$ cat config.mk
export PLATFORM = sky130hd
export DESIGN_NAME = cetu_trap_unit
export DESIGN_NICKNAME = d
export VERILOG_FILES = /design/src/core/cetu_pkg.sv /design/src/core/cetu_decode.sv /design/src/core/cetu_trap_unit.sv
export SDC_FILE = /design/constraint.sdc
export NUM_CORES = 1
export LEC_CHECK = 0
export ABC_AREA = 1
export BUFFER_PORTS_ARGS = -buffer_cell sky130_fd_sc_hd__buf_2
export CAP_MARGIN = 20
export CORE_MARGIN = 8
export CORE_UTILIZATION = 45
export DETAILED_ROUTE_END_ITERATION = 8
export PLACE_DENSITY_LB_ADDON = 0.2
export SYNTH_ARGS = -nofsm -noshare
export SYNTH_HDL_FRONTEND = slang
export SYNTH_SLANG_ARGS = --single-unit
export TNS_END_PERCENT = 1
$ cat constraint.sdc
create_clock -name sys_clk -period 2.5 [get_ports sys_clk]
set_input_delay 0.25 -clock sys_clk [delete_from_list [all_inputs] [get_ports sys_clk]]
set_output_delay 0.25 -clock sys_clk [all_outputs]
set_load 0.005 [all_outputs]
$ cat src/core/cetu_pkg.sv
package cetu_pkg;

  // status word field positions
  localparam int unsigned SW_NMA_BIT  = 7;  // nonmask_active_flag
  localparam int unsigned SW_INH_BIT  = 6;  // in_handler_flag
  localparam int unsigned SW_IBLK_BIT = 5;  // intr_block_flag
  localparam logic [31:0] SW_RESET   = 32'h0000_0020;

  // handler addresses
  localparam logic [31:0] VEC_SOFT_LO = 32'h0000_0040;
  localparam logic [31:0] VEC_SOFT_HI = 32'h0000_0050;
  localparam logic [31:0] VEC_DEBUG   = 32'h0000_0060;
  localparam logic [31:0] PC_RESET    = 32'h0000_0000;
  localparam logic [31:0] ZERO_WORD   = 32'h0000_0000;

  // illegal opcode pattern fields
  localparam int unsigned OPC_HI     = 10;
  localparam int unsigned OPC_LO     = 5;
  localparam logic [5:0]  OPC_ILL    = 6'h3f;
  localparam int unsigned SUB_HI     = 26;
  localparam int unsigned SUB_LO     = 23;
  localparam logic [3:0]  SUB_MIN    = 4'h7;
  localparam int unsigned SUB_BIT    = 16;

  // soft vector range split
  localparam logic [4:0]  VEC_SPLIT  = 5'h10;
  localparam logic [15:0] CAUSE_SOFT_BASE = 16'h0040;
  localparam logic [15:0] CAUSE_BAD_OP    = 16'h0060;

  // action selected in one cycle
  typedef enum logic [2:0] {
    CETU_ACT_NONE,
    CETU_ACT_SOFT,
    CETU_ACT_BADOP,
    CETU_ACT_DBRK,
    CETU_ACT_HRET,
    CETU_ACT_DGRET
  } cetu_act_t;

  // instruction presented by the pipeline
  typedef struct packed {
    logic        valid;     // an instruction executes this cycle
    logic [31:0] word;      // instruction word
    logic [31:0] next_pc;   // restored pc for this instruction
    logic        is_trap;   // software exception instruction
    logic [4:0]  vector;    // trap vector operand
    logic        is_hret;   // return_from_handler
    logic        is_dbrk;   // debug_break_instr
    logic        is_dgret;  // debug_return_instr
  } cetu_instr_t;

  // redirect presented back to the pipeline
  typedef struct packed {
    logic        valid;
    logic [31:0] pc;
  } cetu_redir_t;

endpackage : cetu_pkg

$ cat src/core/cetu_decode.sv
`timescale 1ns/1ps
module cetu_decode
  import cetu_pkg::*;
(
  input  wire cetu_instr_t instr,     // instruction in execute
  input  wire logic        in_handler, // in_handler_flag now
  output cetu_act_t        act,       // selected action
  output logic             bad_op     // illegal pattern seen
);

  // illegal opcode classifier
  function automatic logic is_bad(input logic [31:0] w);
    is_bad = (w[OPC_HI:OPC_LO] == OPC_ILL) && (w[SUB_HI:SUB_LO] >= SUB_MIN) && !w[SUB_BIT];
  endfunction : is_bad

  ////////////////////////////////////////////////////////////////////////////
  // action priority: illegal pattern wins over any other decode
  always_comb
  begin
    bad_op = instr.valid && is_bad(instr.word);
    act    = CETU_ACT_NONE;
    if (bad_op)
      act = CETU_ACT_BADOP;
    else if (!instr.valid)
      act = CETU_ACT_NONE;
    else if (instr.is_dbrk)
      act = CETU_ACT_DBRK;
    else if (instr.is_trap)
      act = CETU_ACT_SOFT;
    else if (instr.is_dgret)
      act = CETU_ACT_DGRET;
    else if (instr.is_hret && in_handler)
      act = CETU_ACT_HRET;
  end

endmodule : cetu_decode

$ cat src/core/cetu_trap_unit.sv
`timescale 1ns/1ps
module cetu_trap_unit
  import cetu_pkg::*;
(
  input  wire  logic        sys_clk,      // cpu clock
  input  wire  logic        rst_n,        // async reset, active low
  input  wire  logic        clk_en,       // freezes all state when low
  input  wire  cetu_instr_t instr,        // instruction in execute
  input  wire  logic        sw_wr,        // load_system_reg_instr write to status word
  input  wire  logic [31:0] sw_wdata,     // write data for status word
  input  wire  logic        dsave_wr_pc,  // system write to debug_save_pc
  input  wire  logic        dsave_wr_sw,  // system write to debug_save_status
  input  wire  logic [31:0] dsave_wdata,  // write data for debug saves
  output cetu_redir_t       redir,        // pc redirect to fetch
  output logic              squash,       // instruction must not commit
  output logic              intr_hold,    // no interrupt may be taken
  output logic [31:0]       status_word,  // current status word
  output logic [31:0]       soft_save_pc,
  output logic [31:0]       soft_save_status,
  output logic [31:0]       cause_register,
  output logic [31:0]       debug_save_pc,     // reads zero outside window
  output logic [31:0]       debug_save_status, // reads zero outside window
  output logic              debug_window  // debug saves accessible
);

  ////////////////////////////////////////////////////////////////////////////
  // state
  logic [31:0] sw_q, sw_d;          // status word
  logic [31:0] spc_q, spc_d;        // soft save pc
  logic [31:0] ssw_q, ssw_d;        // soft save status
  logic [31:0] cause_q, cause_d;    // cause register
  logic [31:0] dpc_q, dpc_d;        // debug save pc
  logic [31:0] dsw_q, dsw_d;        // debug save status
  logic        dwin_q, dwin_d;      // debug window open
  logic        rv_q, rv_d;          // redirect valid
  logic [31:0] rpc_q, rpc_d;        // redirect target
  cetu_act_t   act;                 // decoded action
  logic        bad_op;              // illegal pattern

  ////////////////////////////////////////////////////////////////////////////
  // decode of the executing instruction
  cetu_decode u_dec (
    .instr      (instr),
    .in_handler (sw_q[SW_INH_BIT]),
    .act        (act),
    .bad_op     (bad_op)
  );

  // flag-setting helper for trap entry
  function automatic logic [31:0] enter_flags(input logic [31:0] s, input logic np);
    logic [31:0] r;
    r = s;
    r[SW_INH_BIT]  = 1'b1;
    r[SW_IBLK_BIT] = 1'b1;
    if (np)
      r[SW_NMA_BIT] = 1'b1;
    return r;
  endfunction : enter_flags

  ////////////////////////////////////////////////////////////////////////////
  // next state: each entry is one atomic update
  always_comb
  begin
    sw_d   = sw_q;
    spc_d  = spc_q;
    ssw_d  = ssw_q;
    cause_d = cause_q;
    dpc_d  = dpc_q;
    dsw_d  = dsw_q;
    dwin_d = dwin_q;
    rv_d   = 1'b0;
    rpc_d  = rpc_q;
    // system register writes, only in cycles with no trap, break or return action
    if (act == CETU_ACT_NONE)
    begin
      if (sw_wr)
        sw_d = sw_wdata;
      if (dwin_q && dsave_wr_pc)
        dpc_d = dsave_wdata;
      if (dwin_q && dsave_wr_sw)
        dsw_d = dsave_wdata;
    end
    unique case (act)
      CETU_ACT_NONE:
        rv_d = 1'b0;
      CETU_ACT_SOFT:
      begin
        spc_d = instr.next_pc;
        ssw_d = sw_q;
        cause_d = {cause_q[31:16], CAUSE_SOFT_BASE | {11'h000, instr.vector}};
        sw_d  = enter_flags(sw_q, 1'b0);
        rv_d  = 1'b1;
        rpc_d = (instr.vector < VEC_SPLIT) ? VEC_SOFT_LO : VEC_SOFT_HI;
      end
      CETU_ACT_BADOP, CETU_ACT_DBRK:
      begin
        dpc_d  = instr.next_pc;
        dsw_d  = sw_q;
        sw_d   = enter_flags(sw_q, 1'b1);
        rv_d   = 1'b1;
        rpc_d  = VEC_DEBUG;
        // only a debug break opens the debug save window
        if (act == CETU_ACT_DBRK)
          dwin_d = 1'b1;
      end
      CETU_ACT_HRET:
      begin
        sw_d  = ssw_q;
        rv_d  = 1'b1;
        rpc_d = spc_q;
      end
      CETU_ACT_DGRET:
      begin
        sw_d   = dsw_q;
        rv_d   = 1'b1;
        rpc_d  = dpc_q;
        dwin_d = 1'b0;
      end
      default:
        rv_d = 1'b0;
    endcase
  end

  ////////////////////////////////////////////////////////////////////////////
  // registers; frozen while clk_en is low
  always_ff @(posedge sys_clk or negedge rst_n)
  begin
    if (!rst_n)
    begin
      sw_q   <= SW_RESET;
      spc_q  <= PC_RESET;
      ssw_q  <= ZERO_WORD;
      cause_q <= ZERO_WORD;
      dpc_q  <= PC_RESET;
      dsw_q  <= ZERO_WORD;
      dwin_q <= 1'b0;
      rv_q   <= 1'b0;
      rpc_q  <= PC_RESET;
    end
    else if (clk_en)
    begin
      sw_q   <= sw_d;
      spc_q  <= spc_d;
      ssw_q  <= ssw_d;
      cause_q <= cause_d;
      dpc_q  <= dpc_d;
      dsw_q  <= dsw_d;
      dwin_q <= dwin_d;
      rv_q   <= rv_d;
      rpc_q  <= rpc_d;
    end
  end

  ////////////////////////////////////////////////////////////////////////////
  // outputs
  assign redir.valid       = rv_q;
  assign redir.pc          = rpc_q;
  assign squash            = bad_op;
  assign intr_hold         = (act != CETU_ACT_NONE) || rv_q;
  assign status_word       = sw_q;
  assign soft_save_pc      = spc_q;
  assign soft_save_status  = ssw_q;
  assign cause_register    = cause_q;
  assign debug_save_pc     = dwin_q ? dpc_q : ZERO_WORD;
  assign debug_save_status = dwin_q ? dsw_q : ZERO_WORD;
  assign debug_window      = dwin_q;

  ////////////////////////////////////////////////////////////////////////////
  // assertions
  a_badop_vector: assert property (@(posedge sys_clk) disable iff (!rst_n)
    (clk_en && act == CETU_ACT_BADOP) |=> (redir.valid && redir.pc == VEC_DEBUG))
    else $error("illegal op did not jump to debug vector");
  a_badop_flags: assert property (@(posedge sys_clk) disable iff (!rst_n)
    (clk_en && act == CETU_ACT_BADOP) |=> (sw_q[SW_NMA_BIT] && sw_q[SW_INH_BIT] && sw_q[SW_IBLK_BIT]))
    else $error("trap flags not set");
  a_trap_save: assert property (@(posedge sys_clk) disable iff (!rst_n)
    (clk_en && act == CETU_ACT_BADOP) |=> (dpc_q == $past(instr.next_pc) && dsw_q == $past(sw_q)))
    else $error("debug save mismatch");
  a_dbrk_always: assert property (@(posedge sys_clk) disable iff (!rst_n)
    (instr.valid && instr.is_dbrk && !bad_op) |-> act == CETU_ACT_DBRK)
    else $error("debug break not taken");
  a_hret_restore: assert property (@(posedge sys_clk) disable iff (!rst_n)
    (clk_en && act == CETU_ACT_HRET) |=> (redir.pc == $past(spc_q) && sw_q == $past(ssw_q)))
    else $error("handler return restore wrong");
  a_dgret_restore: assert property (@(posedge sys_clk) disable iff (!rst_n)
    (clk_en && act == CETU_ACT_DGRET) |=> (redir.pc == $past(dpc_q) && !dwin_q))
    else $error("debug return wrong");
  a_soft_vector: assert property (@(posedge sys_clk) disable iff (!rst_n)
    (clk_en && act == CETU_ACT_SOFT && instr.vector >= VEC_SPLIT) |=> redir.pc == VEC_SOFT_HI)
    else $error("soft vector wrong");
  a_soft_flags: assert property (@(posedge sys_clk) disable iff (!rst_n)
    (clk_en && act == CETU_ACT_SOFT) |=> (sw_q[SW_INH_BIT] && sw_q[SW_IBLK_BIT] && spc_q == $past(instr.next_pc)))
    else $error("soft entry wrong");
  a_window_hide: assert property (@(posedge sys_clk) disable iff (!rst_n)
    !dwin_q |-> (debug_save_pc == ZERO_WORD))
    else $error("debug save visible outside window");
  a_squash_bad: assert property (@(posedge sys_clk) disable iff (!rst_n)
    (instr.valid && instr.word[OPC_HI:OPC_LO] == OPC_ILL && instr.word[SUB_HI:SUB_LO] >= SUB_MIN
     && !instr.word[SUB_BIT]) |-> squash)
    else $error("illegal op not squashed");
  // an illegal op entry keeps a closed window closed
  a_badop_window: assert property (@(posedge sys_clk) disable iff (!rst_n)
    (clk_en && act == CETU_ACT_BADOP && !dwin_q) |=> !dwin_q)
    else $error("illegal op opened debug window");
  // debug break opens the window
  a_dbrk_window: assert property (@(posedge sys_clk) disable iff (!rst_n)
    (clk_en && act == CETU_ACT_DBRK) |=> dwin_q)
    else $error("debug break left window closed");
  // debug break saves, flags and jumps in one step
  a_dbrk_entry: assert property (@(posedge sys_clk) disable iff (!rst_n)
    (clk_en && act == CETU_ACT_DBRK) |=> (redir.pc == VEC_DEBUG && dpc_q == $past(instr.next_pc)
     && dsw_q == $past(sw_q) && sw_q[SW_NMA_BIT] && sw_q[SW_INH_BIT]))
    else $error("debug break entry wrong");
  // handler return outside a handler is ignored
  a_hret_refused: assert property (@(posedge sys_clk) disable iff (!rst_n)
    (clk_en && instr.valid && instr.is_hret && !instr.is_trap && !instr.is_dbrk && !instr.is_dgret
     && !bad_op && !sw_q[SW_INH_BIT]) |=> !redir.valid)
    else $error("handler return taken outside handler");

  c_badop: cover property (@(posedge sys_clk) disable iff (!rst_n) clk_en && act == CETU_ACT_BADOP);
  c_dbrk_ret: cover property (@(posedge sys_clk) disable iff (!rst_n)
    (clk_en && act == CETU_ACT_DBRK) ##[1:20] (clk_en && act == CETU_ACT_DGRET));
  c_soft_hret: cover property (@(posedge sys_clk) disable iff (!rst_n)
    (clk_en && act == CETU_ACT_SOFT) ##[1:20] (clk_en && act == CETU_ACT_HRET));
  c_window_write: cover property (@(posedge sys_clk) disable iff (!rst_n)
    clk_en && dwin_q && dsave_wr_sw);

endmodule : cetu_trap_unit

==> results.md <==
* Status: completed
* Cell taking the most area after synthesis: dfrtp_1
* Largest net degree at the start of global routing at 65
* Syn. warnings at 0
* Syn Std Cell Area at ~0.011 mm^2
* Slowest CP cell: dfrtp_1
* Final setup TNS at 0 ps
* Drt drc at 0
* Dpl hpwl at between 20,000 and 30,000 um
* Full die area at about 0.029 mm^2
* Setup-failing EPs final at 0
* Setup crit end kind: flop
* Clock Skew at roughly 11 ps
* Layout cells sized above 1 at 0.270
* CTS Buf Count at 17
* Port Buffers at 324
* Critical Path Fanout Max at 29
* Hold Buf Count CTS at 4
* Post-synthesis compound-gate area fraction at 0.113
* First-pass GRT wire length at approximately 55,000 um
* Starting Density at 0.454
* Worst-Margin Slew at around 670 ps
* Postcts setup bufs at 0
* Design Power at 9.70 mW
* DRT iter0 DRCs at ~840
* Synth top cells by count: 581 x nand2_1, 202 x inv_1, 199 x dfrtp_1, 75 x nor2_1, 56 x o21ai_1
* Post-synthesis simple-gate area fraction at 0.275
* Post-Synth Adder-Cell Area at 0
* Fillers at between 2,000 and 2,500
* Sink Count at 200
* GRT Total Usage at 0.246
* Ys async rst share at 1.00
* CTS tree: done
* Yosys reg bits at 200
* Chip height at approximately 170 um
* Final Critical Period at between 2000 and 2500 ps
* DR pass1 iterations at 6
* Largest cells by area after synthesis: dfrtp_1 47%, nand2_1 21%, inv_1 7.2%, nor2_1 2.7%, o21ai_1 2.7%
* Via density at slightly below 5
* Total gr overflow at 0
* Syn Inst Count at 1,417
* CTS resizes at 0
* Pwr dens at between 700 and 800 mW/mm^2
* Most common cell in the netlist: nand2_1
* Fmax at 0.484 GHz
* RePlAce Congestion at 0.834
* Core Area at 0.0232 mm^2
* Avg Cell Area, Syn at 7.43 um^2
* Share of the yosys chip area belonging to registers at 0.476
* Final Cycle Share at 0.827
* Initial antenna violation count at 2
* Post-synthesis mux area share at 0
* Max-cap viol count at 0
* Unrepaired setup endpoints after global routing: false
* Main synth FF type: dfrtp_1
* Peak per-stage delay on the critical path at between 400 and 500 ps
* Req. time, crit path at approximately 2900 ps
* Worst min path class: in -> reg
* Nets at about 1,900
* Worst setup SP type: flop
* H-tree Lvls at 4
* P_leak at 7.56 nW
* Chip Width at approximately 170 um
* Area growth syn-to-layout at 22.7%
* DR vias at about 10,000
* Fin. Hold Viols at 0
* Post-synth cell types at 29
* Post-synth EDFFs at 0
* Final ANT Viol Nets at 0
* Largest family of logic cells by synthesized area: simple AND/OR/NAND/NOR gates
* CP Class: reg -> reg
* Std-Cell Rows at 56
* Vias in the first global route at about 10,000
* Max-slew violations at 0
* Worst path most repeated cell: nand2_1
* Cells along the critical path: nand2_1 -> nand2_1 -> inv_1 -> nor2_1 -> nand2_4 -> nor2_4 -> inv_2 -> o22ai_1 -> nand2_1 -> nand2_1
* Synth Area in XOR/XNOR at 0
* Top-area cell type share of the netlist area at 0.473
* Slew Limit Headroom at 0.554
* CP Data Arrival Time at about 2400 ps
* Worst skew pair latency at 430 ps
* Clk slew on worst S/H paths at about 80 ps
* I/O pin count at between 300 and 400
* WL final at 35,500 um
* Clock Root Buffer: clkbuf_16
* Maximum VDD drop at just under 0.4 mV
* CTS max path bufs at 2
* WL per Instance at 17.3 um
-- state kept, by name, summed over array words and instances (netlist names) --
signal	cells
dpc_q	32
dsw_q	32
cause_register	6
rv_q	1
rpc_q	32
debug_window	1
soft_save_status	32
status_word	32
soft_save_pc	32
-- kinds of logic after synthesis --
logic type | after synthesis
simple gates | 714
compound gates | 192
other cells | 1
flops | 200
buf+inv | 310
-- worst max-delay path: cells and delay by family (launching register included) --
family | cells | cell delay (ps)
and+or+nand+nor | 7 | 960
AOI/OAI and AO/OA | 1 | 230
DFF | 1 | 440
buffers and inverters | 2 | 340
-- stage by stage --
stage	std cells	hold WS (ps)	worst slack, ps	util	instance area (um^2)
after floorplan	1442	-45.6	937	-	10600
after global placement	2010	245	375	0.531	12300
after detailed placement	2010	246	324	0.531	12300
after CTS	2046	2.25	445	0.557	12900
after global routing	2047	27.9	301	0.557	12900
final	2047	18.0	432	0.557	12900
-- power by group --
| part | internal, mW | switching (mW) |
|---|---|---|
| Combinational | 1.07 | 1.55 |
| Clock | 1.36 | 1.40 |
| Sequential | 3.87 | 0.458 |
-- layout by cell type (no fill, tap or decap), types with 17 or more instances in the layout --
cell	count
nand2_1	579
buf_2	323
inv_1	202
dfrtp_1	198
nor2_1	75
o21ai_1	56
o21ai_0	42
a21oi_2	30
o211ai_1	29
o22ai_1	29
nor2_2	27
conb_1	26
buf_4	20
clkbuf_16	17
-- metal layers --
metal  global-route usage  vias to the layer above  share of wire
met5                    0                        -        0.00028
met4               0.0815                        2          0.022
met3               0.0529                       46          0.074
met2                0.403                      377           0.47
met1                0.318                     4684           0.43
li1                     -                     4855              -
-- area by class of cell --
cell class / count / area, um^2 / area share
inverter: 207 / 777 / 0.0601
antenna: 1 / 2.50 / 0.000194
clock buffer: 18 / 439 / 0.0340
sequential: 200 / 5010 / 0.388
timing repair buffer: 356 / 1980 / 0.153
clock inverter: 14 / 135 / 0.0105
tap: 319 / 399 / 0.0309
multi-input combinational: 932 / 4180 / 0.323
-- worst paths after layout --
kind,end,startpoint,slack (ps),depth (start not counted)
max in group asynchronous,status_word[5]$_DFFE_PN1P_,rst_n,1350,3
min in group asynchronous,soft_save_pc[8]$_DFFE_PN0P_,rst_n,350,2
min reg2reg,cause_register[0]$_DFFE_PN0P_,cause_register[0]$_DFFE_PN0P_,470,2
min,cause_register[2]$_DFFE_PN0P_,instr[5],20,3
max,rpc_q[11]$_DFFE_PN0P_,status_word[6]$_DFFE_PN0P_,430,10
max reg2reg,rpc_q[11]$_DFFE_PN0P_,status_word[6]$_DFFE_PN0P_,430,10
Power figures use the tool's default switching activity.
